<file path="src/adcsq_consts.vh">
// constants for the channel sequencer block
`ifndef ADCSQ_CONSTS_VH
`define ADCSQ_CONSTS_VH

// ----------------------------------------
// frame layout
// ----------------------------------------
`define ADCSQ_FRAME_BITS 16
`define ADCSQ_ADDR_MSB 15
`define ADCSQ_ADDR_LSB 9
`define ADCSQ_RD_BIT 8

// ----------------------------------------
// register offsets
// ----------------------------------------
`define ADCSQ_OFS_MANUAL 7'h04
`define ADCSQ_OFS_AUTO 7'h05
`define ADCSQ_OFS_MASK 7'h0c
`define ADCSQ_OFS_PAGE 7'h7f

// ----------------------------------------
// field positions
// ----------------------------------------
`define ADCSQ_RESTART_BIT 7
`define ADCSQ_CHAN_MSB 6
`define ADCSQ_CHAN_LSB 5
`define ADCSQ_RANGE_MSB 3
`define ADCSQ_RANGE_LSB 1
`define ADCSQ_TEMP_BIT 0
`define ADCSQ_PAGE_BIT 0

// ----------------------------------------
// codes and reset values
// ----------------------------------------
`define ADCSQ_RANGE_CFG 3'h0
`define ADCSQ_RANGE_PD 3'h7
`define ADCSQ_PAGE_ONE 8'h01
`define ADCSQ_RST_MANUAL 8'h00
`define ADCSQ_RST_AUTO 8'h00
`define ADCSQ_RST_MASK 8'h00
`define ADCSQ_RST_PAGE 1'h0

`endif

</file>
<file path="src/adcsq_sequencer.v">
// channel sequencing control with serial register access
`timescale 1ns/1ps
`default_nettype none
`include "adcsq_consts.vh"

module adcsq_sequencer #(
  parameter NUM_CH = 4
) (
  // clock and reset
  input wire sys_clk,
  input wire rst,
  // serial link pins
  input wire sclk,
  input wire cs_n,
  input wire din,
  output reg dout,
  // conversion control for the frame now running
  output reg [1:0] acq_channel,
  output reg acq_temp,
  output reg [2:0] acq_range,
  output reg power_down,
  // conversion whose result is shifted in this frame
  output reg [1:0] res_channel,
  output reg res_temp,
  output reg res_valid,
  // status
  output reg auto_mode,
  output reg page_sel,
  output reg frame_end
);

  // ----------------------------------------
  // helpers
  // ----------------------------------------
  function [3:0] chan_mask;
    input [7:0] r;
    begin
      chan_mask = {r[1], r[3], r[5], r[7]};
    end
  endfunction

  function [1:0] lowest_chan;
    input [3:0] m;
    integer i;
    begin
      lowest_chan = 2'h0;
      for (i = NUM_CH - 1; i >= 0; i = i - 1) begin
        if (m[i]) begin
          lowest_chan = i[1:0];
        end
      end
    end
  endfunction

  function [1:0] next_chan;
    input [3:0] m;
    input [1:0] cur;
    integer i;
    reg found;
    begin
      next_chan = lowest_chan(m);
      found = 1'b0;
      for (i = 0; i < NUM_CH; i = i + 1) begin
        if (!found && m[i] && i[1:0] > cur) begin
          next_chan = i[1:0];
          found = 1'b1;
        end
      end
    end
  endfunction

  // ----------------------------------------
  // pin synchronisers
  // ----------------------------------------
  reg sclk_s1;
  reg sclk_s2;
  reg sclk_s3;
  reg cs_s1;
  reg cs_s2;
  reg cs_s3;
  reg din_s1;
  reg din_s2;

  always @(posedge sys_clk) begin
    if (rst) begin
      sclk_s1 <= 1'b0;
      sclk_s2 <= 1'b0;
      sclk_s3 <= 1'b0;
      cs_s1 <= 1'b1;
      cs_s2 <= 1'b1;
      cs_s3 <= 1'b1;
      din_s1 <= 1'b0;
      din_s2 <= 1'b0;
    end else begin
      sclk_s1 <= sclk;
      sclk_s2 <= sclk_s1;
      sclk_s3 <= sclk_s2;
      cs_s1 <= cs_n;
      cs_s2 <= cs_s1;
      cs_s3 <= cs_s2;
      din_s1 <= din;
      din_s2 <= din_s1;
    end
  end

  wire sclk_fall = sclk_s3 & ~sclk_s2 & ~cs_s2;
  wire cs_start = cs_s3 & ~cs_s2;

  // ----------------------------------------
  // registers and frame state
  // ----------------------------------------
  reg [7:0] manual_sequence_control;
  reg [7:0] auto_scan_control;
  reg [7:0] scan_set_mask;
  reg [14:0] rx_shift;
  reg [15:0] tx_shift;
  reg [15:0] tx_next;
  reg [4:0] bit_cnt;
  reg [1:0] scan_pos;

  wire [15:0] word = {rx_shift, din_s2};
  wire [6:0] addr = word[`ADCSQ_ADDR_MSB:`ADCSQ_ADDR_LSB];
  wire is_read = word[`ADCSQ_RD_BIT];
  wire [7:0] wdata = word[7:0];
  wire last_bit = sclk_fall && (bit_cnt == 5'h0f);
  wire on_page0 = (page_sel == 1'b0);
  wire wr_manual = !is_read && on_page0 && (addr == `ADCSQ_OFS_MANUAL);
  wire wr_auto = !is_read && on_page0 && (addr == `ADCSQ_OFS_AUTO);
  wire wr_mask = !is_read && on_page0 && (addr == `ADCSQ_OFS_MASK);
  wire wr_page = !is_read && (addr == `ADCSQ_OFS_PAGE);
  wire [2:0] wr_range = wdata[`ADCSQ_RANGE_MSB:`ADCSQ_RANGE_LSB];
  wire [3:0] mask4 = chan_mask(scan_set_mask);

  // ----------------------------------------
  // fields of the frame being committed
  // ----------------------------------------
  wire wr_temp = wdata[`ADCSQ_TEMP_BIT];
  wire wr_restart = wdata[`ADCSQ_RESTART_BIT];
  wire wr_pd = (wr_range == `ADCSQ_RANGE_PD);
  wire wr_override = !wr_temp && !wr_pd;
  wire [1:0] wr_pick = wdata[`ADCSQ_CHAN_MSB:`ADCSQ_CHAN_LSB];
  wire [1:0] scan_first = lowest_chan(mask4);
  wire [1:0] scan_step = next_chan(mask4, scan_pos);

  // ----------------------------------------
  // read data for the following frame
  // ----------------------------------------
  always @* begin
    tx_next = 16'h0000;
    if (is_read) begin
      case (addr)
        `ADCSQ_OFS_MANUAL: tx_next[15:8] = on_page0 ? manual_sequence_control : 8'h00;
        `ADCSQ_OFS_AUTO: tx_next[15:8] = on_page0 ? auto_scan_control : 8'h00;
        `ADCSQ_OFS_MASK: tx_next[15:8] = on_page0 ? scan_set_mask : 8'h00;
        `ADCSQ_OFS_PAGE: tx_next[15:8] = {7'h00, page_sel};
        default: tx_next = 16'h0000;
      endcase
    end
  end

  // ----------------------------------------
  // serial shift and frame counting
  // ----------------------------------------
  always @(posedge sys_clk) begin
    if (rst) begin
      rx_shift <= 15'h0000;
      tx_shift <= 16'h0000;
      bit_cnt <= 5'h00;
      dout <= 1'b0;
      frame_end <= 1'b0;
    end else begin
      frame_end <= 1'b0;
      if (cs_start) begin
        bit_cnt <= 5'h00;
        dout <= tx_shift[15];
      end else if (sclk_fall) begin
        rx_shift <= {rx_shift[13:0], din_s2};
        if (last_bit) begin
          bit_cnt <= 5'h00;
          tx_shift <= tx_next;
          dout <= tx_next[15];
          frame_end <= 1'b1;
        end else begin
          bit_cnt <= bit_cnt + 5'h01;
          tx_shift <= {tx_shift[14:0], 1'b0};
          dout <= tx_shift[14];
        end
      end
    end
  end

  // ----------------------------------------
  // register writes at frame end
  // ----------------------------------------
  always @(posedge sys_clk) begin
    if (rst) begin
      page_sel <= `ADCSQ_RST_PAGE;
      manual_sequence_control <= `ADCSQ_RST_MANUAL;
      auto_scan_control <= `ADCSQ_RST_AUTO;
      scan_set_mask <= `ADCSQ_RST_MASK;
    end else if (last_bit) begin
      if (wr_page) begin
        page_sel <= (wdata == `ADCSQ_PAGE_ONE);
      end
      if (wr_manual) begin
        manual_sequence_control <= wdata;
      end
      if (wr_auto) begin
        auto_scan_control <= wdata;
      end
      if (wr_mask) begin
        scan_set_mask <= wdata;
      end
    end
  end

  // ----------------------------------------
  // sequencing decision for the next frame
  // ----------------------------------------
  always @(posedge sys_clk) begin
    if (rst) begin
      auto_mode <= 1'b0;
      acq_channel <= 2'h0;
      acq_temp <= 1'b0;
      acq_range <= `ADCSQ_RANGE_CFG;
      power_down <= 1'b0;
      scan_pos <= 2'h0;
    end else if (last_bit) begin
      // override lasts one frame only
      acq_range <= `ADCSQ_RANGE_CFG;
      if (wr_manual) begin
        auto_mode <= 1'b0;
        power_down <= wr_pd;
        acq_temp <= wr_temp;
        acq_channel <= wr_pick;
        if (wr_override) begin
          acq_range <= wr_range;
        end
      end else if (wr_auto) begin
        auto_mode <= 1'b1;
        power_down <= wr_pd;
        acq_temp <= wr_temp;
        // restart wins over temp
        if (wr_restart) begin
          scan_pos <= scan_first;
          acq_channel <= scan_first;
          acq_temp <= 1'b0;
        end else if (wr_temp) begin
          scan_pos <= scan_pos;
        end else begin
          scan_pos <= scan_step;
          acq_channel <= scan_step;
        end
        if (wr_override) begin
          acq_range <= wr_range;
        end
      end else begin
        // any other frame keeps the mode and temp choice
        if (auto_mode && !acq_temp) begin
          scan_pos <= scan_step;
          acq_channel <= scan_step;
        end
      end
    end
  end

  // ----------------------------------------
  // result bookkeeping, one frame behind
  // ----------------------------------------
  always @(posedge sys_clk) begin
    if (rst) begin
      res_channel <= 2'h0;
      res_temp <= 1'b0;
      res_valid <= 1'b0;
    end else if (last_bit) begin
      // frame n+1 result carries what frame n sampled
      res_channel <= acq_channel;
      res_temp <= acq_temp;
      res_valid <= ~power_down;
    end
  end

endmodule
`default_nettype wire

</file>
<file path="config.mk">
export PLATFORM = sky130hd
export DESIGN_NAME = adcsq_sequencer
export DESIGN_NICKNAME = d
export VERILOG_FILES = /design/src/adcsq_sequencer.v
export VERILOG_INCLUDE_DIRS = /design/src
export SDC_FILE = /design/constraint.sdc
export NUM_CORES = 1
export LEC_CHECK = 0
export BUFFER_PORTS_ARGS = -buffer_cell sky130_fd_sc_hd__buf_2
export CORE_ASPECT_RATIO = 0.5
export CORE_MARGIN = 4
export CORE_UTILIZATION = 60
export DETAILED_ROUTE_END_ITERATION = 8
export PLACE_DENSITY = 0.77
export RECOVER_POWER = 25
export SLEW_MARGIN = 20
export SYNTH_ARGS = -nofsm -noshare
export SYNTH_HDL_FRONTEND = slang
export SYNTH_SLANG_ARGS = --single-unit
</file>
<file path="constraint.sdc">
create_clock -name sys_clk -period 2.7 [get_ports sys_clk]
set_clock_uncertainty 0.05 [all_clocks]
set_input_delay 0.54 -clock sys_clk [delete_from_list [all_inputs] [get_ports sys_clk]]
set_output_delay 0.54 -clock sys_clk [all_outputs]
set_load 0.02 [all_outputs]
</file>
==> reports/results.tsv, run 1 <==
stage	metric	value	unit
cts	CTS Buf Count	9	
cts	hold buffers post-CTS	0	
global_route	vias in the first global route	2623	
critical_path	startpoint class of the critical path	flip-flop	
critical_path	crit end category	flip-flop	
floorplanning	Initial Util	64.9	%
critical_path	Critical R2R Capture	manual_sequence_control[4]	
route	detailed-route DRC error count	0	
final_layout	fillcell total	412	
synthesis	Seq/Total Area, Yosys	46.3	%
final_layout	layout cells sized above 1	11.3	%
route	Antenna Nets Post-Route	0	
critical_path	reg2reg setup slack	420	ps
cts	worst skew pair latency	350	ps
critical_path	RR Startpoint	bit_cnt[0]	
worst_hold_path	Min-Delay Path Class	in2reg	
global_route	Tot GR Track Use	24.1	%
synthesis	syn_nets	390	
route	routed vias	2775	
route	drt total wl	7470	um
place	DP Cell Count	452	
synthesis	Post-Synthesis Cells	383	
route	Vias/cell	5.93	
final_layout	multi-input logic area	1640	um^2
sta	Hold Vio Cnt, Final	0	
critical_path	CP Class	reg2reg	
final_layout	Finished Layout Cells	468	
floorplanning	Die ar.	6880	um^2
power	Max rail drop VDD	0.000495	V
synthesis	number of distinct library cells after synthesis	50	
cts	TritonCTS clock tree	yes	
synthesis	Synth warnings	0	
sta	fin crit period	2280	ps
final_layout	Antenna Diode Count	0	
power	Switching Fraction	20.1	%
sta	FMAX	438	MHz
place	post-place setup slack	521	ps
global_route	initial antenna violation count	0	
run	# Max-Cap Violations	0	
sta	worst relative slew slack	22.0	%
critical_path	Worst R2R Path Depth	7	
run_status	status	completed	
final_layout	most common cell after layout, fill and taps aside	dfxtp_1	
global_route	pin count of the biggest net entering global routing	58	
synthesis	post-synthesis register bit count	77	
sta	final setup fails	0	
synthesis	Post-synth EDFFs	0	
floorplanning	die width	113	um
floorplanning	I/O pin cnt	20	
cts	PostCTS Resize Cnt	0	
critical_path	CP Max Fanout	16	
route	wire per inst	16.0	um
sta	worst slew pin tran	1170	ps
power	LEAKAGE	1.35	nW
sta	PnR worst setup slack	416	ps
synthesis	Most used DFF post-synth	dfxtp_1	
floorplanning	core area	5130	um^2
cts	Post-CTS Setup Inserts	0	
cts	CTS H-tree depth	3	
sta	Final Max Tran Viols	0	
critical_path	Req. time, crit path	2850	ps
cts	Root Driver	clkbuf_8	
sta	Fin Setup TNS	0	ps
route	DR pass1 iterations	5	
worst_hold_path	Worst Hold End	cs_s1	
sta	RSZ-0062 raised after global routing	false	
final_layout	FF/Latch Area	1540	um^2
place	GPL Wtd Cong	0.873	
final_layout	most frequent cells in the layout	dfxtp_1 (77), nand2_1 (72), nor2_1 (43), a21oi_1 (37), mux2i_1 (26)	
synthesis	Async SR Flop Fraction	0	%
floorplanning	Die Ht	60.7	um
power	Flop pwr share	53.3	%
worst_hold_path	hold wc startpoint	cs_n	
power	Comb power frac	1.4	%
route	initial drt markers	171	
floorplanning	number of core rows	18	
place	hpwl dp	5130	um
final_layout	Syn-to-layout area delta	9.01	%
synthesis	syn avg cell area	8.70	um^2
cts	Worst-path clk slew	80	ps
cts	clk sinks	77	
synthesis	synthesized area	3330	um^2
critical_path	Critical Path AT	2430	ps
cts	Clock Tree Buf Depth	2	
power	Clk network pwr share	45.3	%
global_route	remaining global-route overflow	0	
place	PortBufs	19	
power	cell internal pwr	0.00172	W
global_route	first-pass GRT wire length	12600	um
sta	Final period util	84.6	%
worst_hold_path	Hold Path Depth	2	
final_layout	Final #Nets	400	
power	sw power	0.000430	W
power	Power Dens Cells	591	nW/um^2
through the flow:
| step | instance area (um^2) | total power [W] | hold WS, ps | util, % |
|---|---|---|---|---|
| 2_1_floorplan | 3330 | 0.00119 | 339 | - |
| 3_3_place_gp | 3440 | 0.00120 | 348 | 67.0 |
| 3_5_place_dp | 3440 | 0.00120 | 353 | 67.0 |
| 4_1_cts | 3670 | 0.00217 | 296 | 71.4 |
| 5_1_grt | 3630 | 0.00222 | 308 | 70.7 |
| 6_report | 3630 | 0.00215 | 314 | 70.7 |
state kept, by name, indices dropped and copies added, names as in the netlist, 2 cells and up:
register	cells
acq_channel	2
acq_range	3
auto_scan_control	8
bit_cnt	5
manual_sequence_control	8
res_channel	2
rx_shift	15
scan_pos	2
scan_set_mask	8
tx_shift	8
critical path, cell delays in order, from the launching register on:
cell	delay (ps)
dfxtp_1	380
ha_1	190
and3_1	170
ha_1	240
nand2_4	160
or3_1	620
mux2i_1	240
nor2_1	60
how the worst max path moves through the flow:
| stage | endpoint | slack, ps | depth (start not counted) | start |
|---|---|---|---|---|
| floorplan | tx_shift[10] | 750 | 9 | bit_cnt[0] |
| global placement | manual_sequence_control[4] | 650 | 7 | bit_cnt[0] |
| finish | manual_sequence_control[4] | 420 | 7 | bit_cnt[0] |
| CTS | manual_sequence_control[4] | 470 | 7 | bit_cnt[0] |
| detailed placement | manual_sequence_control[4] | 520 | 7 | bit_cnt[0] |
| global route | acq_range[2] | 230 | 8 | bit_cnt[0] |
cell families (layout without fill, tap and decap cells):
| family | Yosys count | count (layout) | synth area share [%] |
|---|---|---|---|
| multiplexers | 26 | 26 | 7.81 |
| buffers and inverters | 32 | 47 | 4.51 |
| AND/OR/NAND/NOR | 171 | 171 | 25.6 |
| AO/OA/AOI/OAI | 72 | 72 | 14.2 |
| flip-flops | 77 | 77 | 46.3 |
| adder cells (fa/ha/maj) | 2 | 2 | 0.751 |
| XOR/XNOR | 3 | 3 | 0.789 |
metal layers:
| layer | share of wire [%] | vias up | GRT usage [%] |
|---|---|---|---|
| met2 | 43 | 96 | 36.5 |
| met1 | 47 | 1336 | 31.0 |
| met5 | 0 | - | 0 |
| met3 | 8.8 | 7 | 10.8 |
| met4 | 0.98 | 0 | 8.90 |
| li1 | - | 1336 | - |
cells in the mapped netlist (all sizes together), types with 2 or more instances:
master / count / area share, %
dfxtp: 77 / 46
nand2: 73 / 8.4
nor2: 44 / 5.0
a21oi: 37 / 5.6
mux2i: 26 / 7.8
buf: 13 / 2.4
clkbuf: 12 / 1.4
nor3: 9 / 2.4
o21ai: 9 / 1.4
inv: 7 / 0.79
nor2b: 7 / 1.3
a221oi: 6 / 2.7
nand3: 5 / 0.75
a211oi: 4 / 0.90
and3: 4 / 0.75
nand3b: 4 / 0.90
nand4: 4 / 1.2
a21o: 3 / 0.68
a22oi: 3 / 0.68
nand2b: 3 / 0.56
nor4: 3 / 0.56
or2: 3 / 0.56
or3: 3 / 0.56
and2: 2 / 0.38
ha: 2 / 0.75
nor4b: 2 / 0.71
or4: 2 / 0.45
xor2: 2 / 0.53
power by group through the flow:
stage | Clock [W] | Sequential (W) | Combinational, W
3_3_place_gp | 0 | 0.00117 | 0.0000325
3_5_place_dp | 0 | 0.00117 | 0.0000334
6_report | 0.000971 | 0.00114 | 0.0000305
5_1_grt | 0.00104 | 0.00114 | 0.0000339
4_1_cts | 0.000992 | 0.00114 | 0.0000338
2_1_floorplan | 0 | 0.00117 | 0.0000232
area by class of cell:
class                      instances  area share, %
multi-input combinational        274           45.2
sequential                        77           42.4
clock buffer                      12           4.27
timing repair buffer              24           3.07
tap                               70           2.41
clock inverter                     4           1.93
inverter                           7          0.723
Note: power is estimated with default switching activity, not from simulation.
==> inputs of run 2 (changes only) <==
--- a/config.mk
+++ b/config.mk
@@ -9,9 +9,9 @@
 export BUFFER_PORTS_ARGS = -buffer_cell sky130_fd_sc_hd__buf_2
 export CORE_ASPECT_RATIO = 0.5
 export CORE_MARGIN = 4
-export CORE_UTILIZATION = 60
+export CORE_UTILIZATION = 54
 export DETAILED_ROUTE_END_ITERATION = 8
-export PLACE_DENSITY = 0.77
+export PLACE_DENSITY = 0.73
 export RECOVER_POWER = 25
 export SLEW_MARGIN = 20
 export SYNTH_ARGS = -nofsm -noshare
==> constraint.sdc (replaced) <==
create_clock -name sys_clk -period 1.9 [get_ports sys_clk]
set_clock_uncertainty 0.05 [all_clocks]
set_input_delay 0.38 -clock sys_clk [delete_from_list [all_inputs] [get_ports sys_clk]]
set_output_delay 0.38 -clock sys_clk [all_outputs]
set_load 0.02 [all_outputs]
==> reports/results.tsv, run 2 (synthesized netlist as in run 1, its figures left out) <==
stage	metric	value	unit	change
run_status	status	completed		
final_layout	multi-input logic area	1750	um^2	+6.6%
place	hpwl dp	5530	um	+7.7%
critical_path	CP max stage cell	dfxtp_2		
route	detailed-route DRC error count	0		unchanged
power	Power Dens Cells	801	nW/um^2	+36%
route	wire per inst	16.7	um	+4.4%
floorplanning	Die ar.	7570	um^2	+10%
final_layout	largest register by flop count	rx_shift		
floorplanning	core area	5730	um^2	+12%
route	Antenna Nets Post-Route	0		unchanged
floorplanning	die width	119	um	+5.0%
cts	TritonCTS clock tree	yes		
power	LEAKAGE	1.52	nW	+12%
critical_path	CP Max Fanout	6		-10
global_route	Tot GR Track Use	23.0	%	-1.1 points
power	Max rail drop VDD	0.000658	V	+33%
floorplanning	Die Ht	63.5	um	+4.7%
sta	Final Max Tran Viols	0		unchanged
route	drt total wl	8380	um	+12%
route	metal2 WL	3990	um	+25%
route	initial drt markers	250		+46%
route	routed vias	2842		+2.4%
sta	hold_ws	192	ps	-122 ps
global_route	pin count of the biggest net entering global routing	59		+1.7%
global_route	first-pass GRT wire length	13700	um	+9.0%
cts	Clock Tree Buf Depth	2		unchanged
critical_path	crit end category	flip-flop		
run	# Max-Cap Violations	0		unchanged
final_layout	most frequent cells in the layout	nand2_1 (72), dfxtp_1 (72), nor2_1 (43), a21oi_1 (37), mux2i_1 (26)		
critical_path	startpoint class of the critical path	flip-flop		
critical_path	CP most frequent cell	ha_4		
global_route	initial antenna violation count	0		unchanged
cts	CTS Buf Count	9		unchanged
final_layout	Final #Nets	423		+5.8%
route	DR WL met3	574	um	-13%
floorplanning	I/O pin cnt	20		unchanged
final_layout	max reg flops	15		unchanged
sta	worst slew pin tran	389	ps	-781 ps
critical_path	Critical Path AT	2010	ps	-420 ps
route	DR top layer	met4		
sta	Final period util	97.1	%	+13 points
sta	Fin Setup TNS	0	ps	unchanged
critical_path	delay of the slowest cell on the worst path	340	ps	-280 ps
floorplanning	number of core rows	19		+1
critical_path	Bufs and invs on worst path	1		+1
sta	Hold Vio Cnt, Final	0		unchanged
final_layout	cell area after layout	4020	um^2	+11%
final_layout	layout cells sized above 1	20.3	%	+9.0 points
critical_path	Req. time, crit path	2070	ps	-780 ps
route	Met1 Wirelength	3740	um	+5.9%
cts	hold buffers post-CTS	0		unchanged
sta	FMAX	542	MHz	+24%
critical_path	kind of cell adding the most delay to the critical path	simple AND/OR/NAND/NOR gates		
place	Area after DPL	3630	um^2	+5.5%
floorplanning	Initial Util	58.2	%	-6.7 points
cts	CTS H-tree depth	3		unchanged
place	GPL Wtd Cong	0.924		+5.8%
critical_path	CP Class	reg2reg		
sta	fin crit period	1850	ps	-438 ps
cts	clk sinks	77		unchanged
final_layout	Antenna Diode Count	0		unchanged
route	Vias/cell	5.65		-4.7%
sta	final setup fails	0		unchanged
cts	Root Driver	clkbuf_16		
worst_hold_path	Min-Delay Path Class	in2reg		
route	DR pass1 iterations	5		unchanged
critical_path	CP cell instances	ha_4, and3_4, ha_4, and2_4, and4_1, buf_6, a221oi_2, nor3_2		
place	PortBufs	19		unchanged
final_layout	fillcell total	456		+11%
cts	worst skew pair latency	340	ps	about the same
global_route	remaining global-route overflow	0		unchanged
cts	Worst-path clk slew	60	ps	-20 ps
final_layout	FF/Latch Area	1550	um^2	+0.41%
final_layout	Syn-to-layout area delta	20.8	%	
sta	worst relative slew slack	74.0	%	+52 points
global_route	vias in the first global route	2757		+5.1%
-- run 2: per-stage QoR --
| stage | instances | setup slack (ps) | utilization (%) | power (W) |
|---|---|---|---|---|
| 6_report | 503 | 54.4 | 70.2 | 0.00322 |
| 4_1_cts | 501 | 11.1 | 68.6 | 0.00325 |
| 2_1_floorplan | 383 | 2.38 | - | 0.00169 |
| 3_5_place_dp | 486 | -71.5 | 63.3 | 0.00171 |
| 5_1_grt | 503 | -32.8 | 70.2 | 0.00334 |
| 3_3_place_gp | 486 | 45.1 | 63.3 | 0.00171 |
-- run 2: final cells by class --
type                    instances  area share, %
well taps                      84           2.61
clock buffers                  12           6.37
clock inverters                 2          0.249
inverters                       7          0.653
multi-input cells             274           43.5
flip-flops and latches         77           38.5
repair buffers                 47           8.18
-- run 2: report_power, final --
group | total [W] | leakage [nW] | switching, W | internal, W
Sequential | 0.00163 | 0.624 | 0.00000641 | 0.00162
Combinational | 0.0000502 | 0.757 | 0.0000343 | 0.0000159
Clock | 0.00154 | 0.134 | 0.000607 | 0.000935
-- run 2: path summary, 6_finish.rpt --
check              from      endpoint  slack (ps)  cells after the start
max          bit_cnt[1]  tx_shift[12]          50                      8
min                cs_n         cs_s1         190                      2
max reg2reg  bit_cnt[1]  tx_shift[12]          50                      8
min reg2reg       cs_s1         cs_s2         380                      1
-- run 2: per-layer routing --
layer,vias to the layer above,global-route usage (%)
li1,1376,-
met1,1359,30.8
met2,98,36.1
met3,9,6.61
met4,0,7.07
met5,-,0
-- run 2: what timing repair did --
item | 4_1_cts | 5_1_grt
endpoints found under the setup margin | 10 | 39
setup buffers | 0 | 2
resized for setup | 6 | 21
gates cloned | 1 | 0
pin swaps | 1 | 5
==> inputs of run 3 (changes only) <==
--- a/config.mk
+++ b/config.mk
@@ -6,12 +6,15 @@
 export SDC_FILE = /design/constraint.sdc
 export NUM_CORES = 1
 export LEC_CHECK = 0
-export BUFFER_PORTS_ARGS = -buffer_cell sky130_fd_sc_hd__buf_2
+export BUFFER_PORTS_ARGS = -buffer_cell sky130_fd_sc_hd__buf_4
+export CAP_MARGIN = 20
+export CELL_PAD_IN_SITES_DETAIL_PLACEMENT = 1
+export CELL_PAD_IN_SITES_GLOBAL_PLACEMENT = 2
 export CORE_ASPECT_RATIO = 0.5
 export CORE_MARGIN = 4
-export CORE_UTILIZATION = 54
+export CORE_UTILIZATION = 33
 export DETAILED_ROUTE_END_ITERATION = 8
-export PLACE_DENSITY = 0.73
+export PLACE_DENSITY = 0.72
 export RECOVER_POWER = 25
 export SLEW_MARGIN = 20
 export SYNTH_ARGS = -nofsm -noshare
==> reports/results.tsv, run 3 (synthesized netlist as in run 1, its figures left out) <==
stage	metric	value	unit	change
critical_path	startpoint class of the critical path	flip-flop		
route	detailed-route DRC error count	0		unchanged
cts	TritonCTS clock tree	yes		
final_layout	largest register by flop count	rx_shift		
global_route	pin count of the biggest net entering global routing	52		-12%
place	PortBufs	19		unchanged
critical_path	CP Class	reg2reg		
global_route	first-pass GRT wire length	16300	um	+18%
critical_path	Worst R2R Path Depth	8		unchanged
power	Max rail drop VDD	0.000410	V	-38%
power	Power Dens Cells	855	nW/um^2	+6.8%
critical_path	CP most frequent cell	ha_4		
cts	clk sinks	77		unchanged
route	drt total wl	9970	um	+19%
place	post-place setup slack	-27.0	ps	+44.5 ps
final_layout	Finished Layout Cells	565		+12%
sta	worst slew pin tran	607	ps	+218 ps
sta	fin crit period	1870	ps	+19.8 ps
route	routed vias	2891		+1.7%
cts	Root Driver	clkbuf_16		
floorplanning	core area	9630	um^2	+68%
sta	FMAX	536	MHz	-1.1%
power	total power	0.00368	W	+14%
route	wire per inst	17.7	um	+6.0%
cts	Clock Tree Buf Depth	2		unchanged
final_layout	max reg flops	15		unchanged
final_layout	final core occ	44.6	%	-26 points
place	DP Cell Count	547		+13%
final_layout	layout cells sized above 1	25.3	%	+5.1 points
worst_hold_path	Hold Path Depth	2		unchanged
floorplanning	Initial Util	34.6	%	-24 points
sta	Hold Vio Cnt, Final	0		unchanged
place	hpwl dp	7060	um	+28%
route	Vias/cell	5.12		-9.4%
cts	CTS Buf Count	9		unchanged
critical_path	CP Max Fanout	6		unchanged
floorplanning	die width	150	um	+26%
route	initial drt markers	143		-43%
global_route	initial antenna violation count	0		unchanged
power	LEAKAGE	1.65	nW	+8.6%
cts	CTS H-tree depth	3		unchanged
floorplanning	number of core rows	25		+6
critical_path	delay of the slowest cell on the worst path	340	ps	about the same
sta	final setup fails	0		unchanged
final_layout	Final #Nets	432		+2.1%
sta	PnR worst setup slack	34.6	ps	-19.8 ps
final_layout	most common cell after layout, fill and taps aside	dfxtp_1		
final_layout	cell area after layout	4300	um^2	+6.9%
sta	Final Max Tran Viols	0		unchanged
global_route	remaining global-route overflow	0		unchanged
final_layout	fillcell total	1154		+150%
critical_path	CP cell instances	ha_4, and3_4, ha_4, and2_4, and4_1, buf_4, a221oi_2, nor3_2		
floorplanning	Die Ht	79.1	um	+24%
run_status	status	completed		
critical_path	crit end category	flip-flop		
floorplanning	I/O pin cnt	20		unchanged
final_layout	Antenna Diode Count	0		unchanged
global_route	vias in the first global route	3090		+12%
critical_path	CP max stage cell	dfxtp_2		
critical_path	Critical Path AT	2030	ps	+20 ps
place	GPL Wtd Cong	0.799		-13%
sta	Final period util	98.2	%	+1.0 points
worst_hold_path	Min-Delay Path Class	in2reg		
route	DR pass1 iterations	4		-1
final_layout	most frequent cells in the layout	dfxtp_1 (75), nand2_1 (72), buf_4 (51), nor2_1 (43), a21oi_1 (37)		
critical_path	Req. time, crit path	2070	ps	about the same
final_layout	Syn-to-layout area delta	29.1	%	
cts	Worst-path clk slew	60	ps	about the same
place	Area after DPL	3840	um^2	+5.8%
run	# Max-Cap Violations	0		unchanged
global_route	Tot GR Track Use	17.9	%	-5.2 points
sta	worst relative slew slack	59.6	%	-14 points
cts	worst skew pair latency	340	ps	about the same
floorplanning	Die ar.	11900	um^2	+57%
route	Antenna Nets Post-Route	0		unchanged
sta	RSZ-0062 raised after global routing	true		
run 3: cell types whose count changed in the layout (fill, tap and decap cells not counted), sizes merged:
cell / previous run / this run
clkinvlp: 0 / 2
clkbuf: 25 / 10
buf: 34 / 56
clkinv: 2 / 1
bufinv: 0 / 3
run 3: report_power, final:
part | total (W) | switching (W) | internal [W] | leakage [nW]
logic | 0.0000585 | 0.0000399 | 0.0000186 | 0.858
registers | 0.00163 | 0.00000483 | 0.00162 | 0.622
clock network | 0.00199 | 0.000677 | 0.00132 | 0.165
total | 0.00368 | 0.000722 | 0.00296 | 1.65
run 3: what timing repair did:
item                       CTS  global route
setup buffers                0             1
pin swaps                    1             4
resized for setup            4            19
cloned                       0             1
hold buffers                 0             0
setup endpoints to repair   25            34
run 3: cell type report:
class | count | area [um^2] | area share [%]
clock inverter | 6 | 110 | 2.56
timing repair buffer | 56 | 474 | 11.0
multi-input combinational | 274 | 1740 | 40.4
inverter | 7 | 26.3 | 0.611
clock buffer | 10 | 239 | 5.56
sequential | 77 | 1540 | 35.9
tap | 135 | 169 | 3.93
run 3: worst max-delay path: cells and delay by family (launching register included):
| kind | cells | cell delay (ps) |
|---|---|---|
| AND/OR/NAND/NOR | 4 | 580 |
| flip-flops | 1 | 340 |
| adder cells (fa/ha/maj) | 2 | 330 |
| AO/OA/AOI/OAI | 1 | 280 |
| buffers and inverters | 1 | 170 |
run 3: path summary, 6_finish.rpt:
path	start	end	slack, ps
setup / recovery	bit_cnt[0]	tx_shift[9]	30
hold / removal	cs_n	cs_s1	180
setup reg to reg	bit_cnt[0]	tx_shift[9]	30
hold reg to reg	cs_s1	cs_s2	370
run 3: per-stage QoR:
step | TNS [ps] | hold slack (ps)
5_1_grt | -402 | 169
2_1_floorplan | 0 | 339
4_1_cts | -0.112 | 175
6_report | 0 | 185
3_5_place_dp | -186 | 361
3_3_place_gp | 0 | 351
run 3: layer usage:
metal / routed length, um / GRT usage [%] / vias to the layer above / share of wire [%]
met4: 102 / 4.65 / 0 / 1.0
li1: - / - / 1402 / -
met2: 4510 / 29.2 / 40 / 45
met5: 0 / 0 / - / 0
met1: 5020 / 23.3 / 1441 / 50
met3: 343 / 5.13 / 8 / 3.4
